$ cat config.mk
export PLATFORM = sky130hd
export DESIGN_NAME = gpio_port
export DESIGN_NICKNAME = d
export VERILOG_FILES = /design/src/hdl/gpio_port_pkg.sv /design/src/hdl/gpio_port.sv
export VERILOG_INCLUDE_DIRS = /design/src /design/src/hdl
export SDC_FILE = /design/constraint.sdc
export NUM_CORES = 1
export LEC_CHECK = 0
export BUFFER_PORTS_ARGS = -buffer_cell sky130_fd_sc_hd__buf_2
export CORE_MARGIN = 4
export CORE_UTILIZATION = 50
export DETAILED_ROUTE_END_ITERATION = 6
export HOLD_SLACK_MARGIN = 0.08
export PLACE_DENSITY = 0.72
export SLEW_MARGIN = 20
export SYNTH_ARGS = -nofsm -noshare
export SYNTH_HDL_FRONTEND = slang
export SYNTH_SLANG_ARGS = --single-unit
export TNS_END_PERCENT = 20
$ cat constraint.sdc
create_clock -name clock -period 4.8 [get_ports clock]
set_clock_uncertainty 0.15 [all_clocks]
set_input_delay 0.48 -clock clock [delete_from_list [all_inputs] [get_ports clock]]
set_output_delay 0.48 -clock clock [all_outputs]
set_load 0.01 [all_outputs]
$ cat src/hdl/gpio_port_defs.svh
// register offsets, widths and reset values for the gpio port
`ifndef GPIO_PORT_DEFS_SVH
`define GPIO_PORT_DEFS_SVH
`define PIN_COUNT          12
`define ADDR_W             16
`define DATA_FULL_OFS      16'h3FFC
`define WINDOW_TOP_BIT     13
`define CFG_REGION_BIT     15
`define DIR_OFS            16'h8000
`define SENSE_OFS          16'h8004
`define BOTH_EDGE_OFS      16'h8008
`define EVENT_OFS          16'h800C
`define MASK_OFS           16'h8010
`define RAW_OFS            16'h8014
`define MASKED_OFS         16'h8018
`define CLEAR_OFS          16'h801C
`define CFG_RESET          12'h000
`define RDATA_RESET        32'h0000_0000
`define PORT_SEL_LSB       16
`define PORT_SEL_W         2
`endif

$ cat src/hdl/gpio_port_pkg.sv
// types shared by the gpio port
package gpio_port_pkg;
  typedef struct packed {
    logic [11:0] dir;
    logic [11:0] sense;
    logic [11:0] both;
    logic [11:0] event_pol;
    logic [11:0] mask;
    logic [11:0] latch;
    logic [11:0] out_val;
    logic [11:0] sync1;
    logic [11:0] sync2;
    logic [11:0] prev;
    logic [31:0] rdata;
    logic [11:0] pin_out;
    logic [11:0] pin_oe;
    logic [11:0] masked;
    logic        irq;
  } gpio_state_t;

  typedef struct packed {
    logic [31:0] addr;
    logic [31:0] wdata;
    logic [1:0]  wsize;
    logic        wr;
    logic        rd;
  } bus_req_t;
endpackage : gpio_port_pkg

$ cat src/hdl/gpio_port.sv
// 12-pin gpio port with per-pin edge or level interrupts
`include "gpio_port_defs.svh"

//
// Contract
// - each pin's direction bit selects input or output
// - after reset all pins input; config registers reset to zero
// - every pin can request an interrupt, edge or level sensitive
// - edge mode fires on falling, rising or both edges
// - level mode fires on high or low level
// - data accesses masked by address bits 13:2, one per pin
// - registers hold 12 bits; word or half-word; upper bits reserved; half-word writes here reach only pins 7:0
// - one port per 64 KB region, identical layout
// - offsets up to 3FF8 are the masked window; 3FFC is full data
// - data reads return the sampled pin level in every mode
// - gpio output pins drive the stored data value
// - writes to an input pin's data bit do not change the pin
// - pins given to another function ignore data writes, still read
// - switching to output first drives the level held just before
// - direction, sense, both-edge, event, mask at 8000 to 8010
// - raw status at 8014, read only, resets to zero
// - masked status at 8018 reports raw and mask
// - write-only clear register at 801C
// - sense zero is edge, one is level
// - both-edge one fires on either edge; zero defers to event bits
// - event zero is falling or low, one rising or high
// - mask one lets the pin raise its interrupt and the combined line
module gpio_port
  import gpio_port_pkg::*;
#(
  parameter logic [1:0] PORT_INDEX = 2'h0
) (
  input  wire logic              clock,
  input  wire logic              nrst,
  input  wire bus_req_t          bus_req,
  output logic      [31:0]       bus_rdata,
  input  wire logic [11:0]       port_pin_in,
  output logic      [11:0]       port_pin_out,
  output logic      [11:0]       port_pin_oe,
  input  wire logic [11:0]       alt_func_sel,
  input  wire logic [11:0]       alt_func_out,
  input  wire logic [11:0]       alt_func_oe,
  output logic      [11:0]       pin_irq,
  output logic                   port_irq
);

  gpio_state_t s_q;
  gpio_state_t s_d;

  // ----------------------------------------------------------------
  // address decode
  // ----------------------------------------------------------------
  logic                  port_hit;
  logic [`ADDR_W-1:0]    ofs;
  logic                  data_win;
  logic [11:0]           amask;
  logic [11:0]           wlane;
  logic [11:0]           wbits;
  logic [11:0]           level;
  logic [11:0]           rise;
  logic [11:0]           fall;
  logic [11:0]           edge_hit;
  logic [11:0]           lvl_hit;
  logic [11:0]           raw;
  logic [11:0]           rsel;
  logic                  wr_ok;

  always_comb begin
    port_hit = (bus_req.addr[`PORT_SEL_LSB +: `PORT_SEL_W] == PORT_INDEX);
    ofs      = bus_req.addr[`ADDR_W-1:0];
    data_win = !ofs[`CFG_REGION_BIT] && !ofs[`WINDOW_TOP_BIT+1];
    amask    = ofs[`WINDOW_TOP_BIT:2];
    // half-word writes touch only the low 8 pins of the low half-word
    wlane    = (bus_req.wsize == 2'h1) ? 12'h0FF : 12'hFFF;
    wbits    = bus_req.wdata[11:0];
    wr_ok    = bus_req.wr && port_hit;
  end

  // ----------------------------------------------------------------
  // interrupt detection
  // ----------------------------------------------------------------
  always_comb begin
    level    = s_q.sync2;
    rise     = level & ~s_q.prev;
    fall     = ~level & s_q.prev;
    edge_hit = (s_q.both & (rise | fall)) |
               (~s_q.both & s_q.event_pol & rise) |
               (~s_q.both & ~s_q.event_pol & fall);
    lvl_hit  = (s_q.event_pol & level) | (~s_q.event_pol & ~level);
    raw      = (s_q.sense & lvl_hit) | (~s_q.sense & s_q.latch);
  end

  // ----------------------------------------------------------------
  // next state
  // ----------------------------------------------------------------
  always_comb begin
    s_d       = s_q;
    s_d.sync1 = port_pin_in;
    s_d.sync2 = s_q.sync1;
    s_d.prev  = s_q.sync2;
    s_d.rdata = `RDATA_RESET;
    rsel      = 12'h000;

    // edge latch: a new edge wins over a clear in the same cycle
    if (wr_ok && ofs == `CLEAR_OFS) begin
      s_d.latch = s_q.latch & ~(wbits & wlane);
    end
    s_d.latch = s_d.latch | (~s_q.sense & edge_hit);

    // pin level follows the data register only for gpio outputs
    for (int i = 0; i < `PIN_COUNT; i++) begin
      // tracking the pin while not a gpio output makes the switch glitch-free
      if (!s_q.dir[i] || alt_func_sel[i]) begin
        s_d.out_val[i] = s_q.sync2[i];
      end
    end

    if (wr_ok) begin
      if (data_win) begin
        for (int i = 0; i < `PIN_COUNT; i++) begin
          if (amask[i] && wlane[i] && s_q.dir[i] && !alt_func_sel[i]) begin
            s_d.out_val[i] = wbits[i];
          end
        end
      end else begin
        case (ofs)
          `DIR_OFS:       s_d.dir       = (s_q.dir & ~wlane) | (wbits & wlane);
          `SENSE_OFS:     s_d.sense     = (s_q.sense & ~wlane) | (wbits & wlane);
          `BOTH_EDGE_OFS: s_d.both      = (s_q.both & ~wlane) | (wbits & wlane);
          `EVENT_OFS:     s_d.event_pol = (s_q.event_pol & ~wlane) | (wbits & wlane);
          `MASK_OFS:      s_d.mask      = (s_q.mask & ~wlane) | (wbits & wlane);
          default:        s_d.dir       = s_q.dir;
        endcase
      end
    end

    if (bus_req.rd && port_hit) begin
      if (data_win) begin
        rsel = s_q.sync2 & amask;
      end else begin
        case (ofs)
          `DIR_OFS:       rsel = s_q.dir;
          `SENSE_OFS:     rsel = s_q.sense;
          `BOTH_EDGE_OFS: rsel = s_q.both;
          `EVENT_OFS:     rsel = s_q.event_pol;
          `MASK_OFS:      rsel = s_q.mask;
          `RAW_OFS:       rsel = raw;
          `MASKED_OFS:    rsel = raw & s_q.mask;
          default:        rsel = 12'h000;
        endcase
      end
      s_d.rdata = {20'h00000, rsel};
    end

    // pad drive: alternate function owns the pad when selected
    for (int i = 0; i < `PIN_COUNT; i++) begin
      s_d.pin_oe[i]  = alt_func_sel[i] ? alt_func_oe[i] : s_d.dir[i];
      s_d.pin_out[i] = alt_func_sel[i] ? alt_func_out[i] : s_d.out_val[i];
    end

    s_d.masked = raw & s_q.mask;
    s_d.irq    = |(raw & s_q.mask);
  end

  // ----------------------------------------------------------------
  // state register
  // ----------------------------------------------------------------
  always_ff @(posedge clock or negedge nrst) begin
    if (!nrst) begin
      s_q <= '0;
    end else begin
      s_q <= s_d;
    end
  end

  assign bus_rdata    = s_q.rdata;
  assign port_pin_out = s_q.pin_out;
  assign port_pin_oe  = s_q.pin_oe;
  assign pin_irq      = s_q.masked;
  assign port_irq     = s_q.irq;

endmodule : gpio_port

==> results.py <==
metrics = {
    "yosys": {
        "synth_top_family_by_area": "multiplexers",
        "synth_compound_area_share_pct": 9.27,
        "synth_warnings": 0,
        "synthXorXnorAreaFrac_pct": 1.24,
        "ys_types": 49,
        "synth_edf_count": 0,
        "synth_area_um2": 8470,
        "synthAdderAreaFrac_pct": 3.55,
        "ys_ff_latch": 169,
        "synthSimpleGateAreaFrac_pct": 10.3,
        "async_flop_share_pct": 100,
        "yosysSeqAreaShare_pct": 50.0,
        "avgSynthCellArea_um2": 11.8,
        "synthMuxAreaShare_pct": 17.3,
        "synth_cells": 716,
        "synth_ff_type": "dfrtp_1",
    },
    "sta": {
        "max_freq_mhz": 322,
        "finalCritPeriodShare_pct": 64.7,
        "finalSetupTns_ns": 0,
        "max_slew_margin_pct": 36.0,
        "final-setup-viol-count": 0,
        "worstMarginPinSlew_ns": 0.952,
        "grt_setup_unrepaired": "no",
        "hold_viol": 0,
        "maxSlewViolCount": 0,
        "period_minus_slack_ns": 3.11,
    },
    "placement": {
        "portBuffers": 132,
        "place_congestion": 0.812,
        "dp_hpwl_um": 13400,
    },
    "cells_and_area": {
        "nets": 964,
        "diodes": 0,
        "drive_gt1_share_pct": 34.3,
        "register_area_um2": 4230,
        "final_common_cell": "dfrtp_1",
        "area_growth_pct": 14.1,
        "final_cell_mix": "169 x dfrtp_1, 131 x buf_2, 73 x mux2_2, 45 x nand2_1, 32 x a21oi_1",
        "multiInputGateArea_um2": 3620,
        "nFillCells": 1401,
    },
    "critical_path": {
        "cpPeakStageDelay_ns": 0.59,
        "r2r_end": "port_irq$_DFF_PN0_",
        "critPathLaunchType": "input port",
        "setup.worst_path.end_class": "register",
        "rr_worst_depth": 5,
        "cpMaxStageDelayCell": "or4_4",
        "crit_top_cell": "mux2_2",
        "r2r_slack_ns": 2.96,
        "crit_fanout": 9,
        "timing.critical_path.buf_inv": 2,
        "required_ns": 4.96,
        "worst_path_dominant_cell_family": "simple AND/OR/NAND/NOR gates",
        "worstPathArrival_ns": 3.26,
        "worstPathCellList": "buf_2 -> or4_4 -> or3_1 -> nor3_4 -> buf_4 -> mux2_2 -> mux2_2",
        "worstReg2RegStart": "level[9]$_DFF_PN0_",
        "criticalPathCategory": "in2reg",
    },
    "routing": {
        "wire_per_inst_um": 18.7,
        "wl_um": 19700,
        "viasPerCell": 5.46,
        "drc_errors": 0,
        "dr.pass1.iters": 4,
        "postRouteAntennaNets": 0,
        "vias": 5749,
        "drt_iter0_drc": 395,
    },
    "power": {
        "clockPowerShare_pct": 42.6,
        "p_leak_uw": 0.00474,
        "finalPower_uw": 2980,
        "vdd_drop_max_mv": 0.237,
        "pwr-share-comb_pct": 7.8,
        "p_switching_uw": 702,
        "pwr-share-seq_pct": 49.6,
        "p_sw_share_pct": 23.5,
        "power_density_nw_per_um2": 309,
        "p_int_uw": 2280,
    },
    "clocking": {
        "ctsResizeCount": 0,
        "cts-buffers-inserted": 17,
        "root_buffer": "clkbuf_16",
        "htree_levels": 4,
        "path_clk_slew_ns": 0.06,
        "clockBufferDepth": 2,
        "clk_latency_ns": 0.42,
        "cts_tree": "built",
        "cts_sinks": 169,
    },
    "grt": {
        "first_global_vias": 6142,
        "track_usage_pct": 21.2,
        "grt-ovfl-total": 0,
        "grt_pass1_wl_um": 32100,
        "grt_max_degree": 110,
        "antenna_found_initial": 1,
    },
    "min_path": {
        "hp-start": "alt_func_out[10]",
        "hold_class": "in2reg",
        "min_to": "port_pin_out[10]$_DFF_PN0_",
        "holdPathStages": 2,
    },
    "die": {
        "start_util_pct": 51.0,
        "die_x_um": 138,
        "num_rows": 47,
        "fp.coreArea_um2": 16600,
        "dieArea_um2": 19100,
        "ios": 187,
        "die_h_um": 138,
    },
    "run_status": {
        "status": "finished clean",
    },
    "run": {
        "max-cap-violations": 0,
    },
}
how the worst max path moves through the flow:
stage / start / end / slack, ns / cells past startpoint
floorplan: bus_req[46] / register / 2.01 / 6
global placement: bus_req[46] / port_pin_oe[6]$_DFF_PN0_ / 1.30 / 7
detailed placement: bus_req[46] / port_pin_oe[5]$_DFF_PN0_ / 1.27 / 7
CTS: bus_req[46] / port_pin_oe[6]$_DFF_PN0_ / 1.73 / 7
global route: bus_req[46] / port_pin_oe[1]$_DFF_PN0_ / 1.67 / 7
finish: bus_req[46] / port_pin_oe[6]$_DFF_PN0_ / 1.69 / 7
worst register-to-register path, stage by stage (launching register included):
cell	delay, ns
dfrtp_1	0.47
xnor2_1	0.17
mux2i_1	0.21
nor2b_1	0.12
nor4_1	0.41
nand3_1	0.16
sequential cells by signal (all words and copies together) (netlist names), named ones only:
name	count
s_d	12
bus_rdata	12
port_pin_out	12
s_q	80
port_pin_oe	12
port_irq	1
pin_irq	12
level	12
logic make-up after synthesis:
| kind of cell | count (synthesis) |
|---|---|
| flops | 169 |
| simple gates | 154 |
| compound gates | 120 |
| mux | 120 |
| buf+inv | 116 |
| fa+ha+maj | 24 |
| xor+xnor | 12 |
| other cells | 1 |
metrics by stage:
| step | instance area, um2 | cells | utilization [%] | setup WS (ns) | hold WS (ns) |
|---|---|---|---|---|---|
| 2_1_floorplan | 8540 | 735 | - | 2.01 | 0.0344 |
| 3_3_place_gp | 8990 | 1010 | 54.2 | 1.30 | 0.181 |
| 3_5_place_dp | 8990 | 1010 | 54.2 | 1.27 | 0.186 |
| 4_1_cts | 9660 | 1052 | 58.2 | 1.73 | 0.0884 |
| 5_1_grt | 9660 | 1052 | 58.2 | 1.67 | 0.0979 |
| 6_report | 9660 | 1052 | 58.2 | 1.69 | 0.109 |
Yosys cell counts, types with 9 or more instances:
master | count | area [um2]
a21o_1 | 14 | 105
mux2_4 | 12 | 180
ha_1 | 24 | 300
o2bb2ai_1 | 11 | 96.3
mux2_2 | 73 | 822
xnor2_1 | 12 | 105
nand2b_1 | 12 | 75.1
nor2b_1 | 15 | 93.8
o21ai_0 | 26 | 130
nand2_1 | 45 | 169
nor2_1 | 27 | 101
dfrtp_1 | 169 | 4230
a211oi_1 | 14 | 105
mux2i_1 | 26 | 260
nand3_1 | 13 | 65.1
buf_4 | 69 | 518
clkbuf_1 | 15 | 56.3
inv_1 | 26 | 97.6
mux4_2 | 9 | 203
a21oi_1 | 32 | 160
per-layer routing:
metal | global-route usage, % | part of all wire, % | up-vias
li1 | - | - | 2652
met1 | 27.2 | 42 | 2854
met2 | 34.6 | 48 | 217
met3 | 5.66 | 7.5 | 24
met4 | 7.90 | 2.0 | 2
met5 | 0 | 0.061 | -
power by group through the flow:
stage          combinational (uW)  sequential (uW)  clock [uW]
2_1_floorplan                 137             1500           0
3_3_place_gp                  222             1500           0
3_5_place_dp                  226             1510           0
4_1_cts                       237             1480        1300
5_1_grt                       263             1480        1350
6_report                      234             1480        1270
final cells by class:
type	instances	share of cell area [%]
Tap cell	220	2.85
Clock buffer	21	4.77
Timing Repair Buffer	158	9.29
Sequential cell	169	43.8
Inverter	26	1.01
Multi-Input combinational cell	450	37.5
Clock inverter	8	0.777
what timing repair did:
action	CTS	global route
endpoints found under the hold margin	20	0
setup buffers	0	0
hold buffers	13	0
Power figures use the tool's default switching activity.
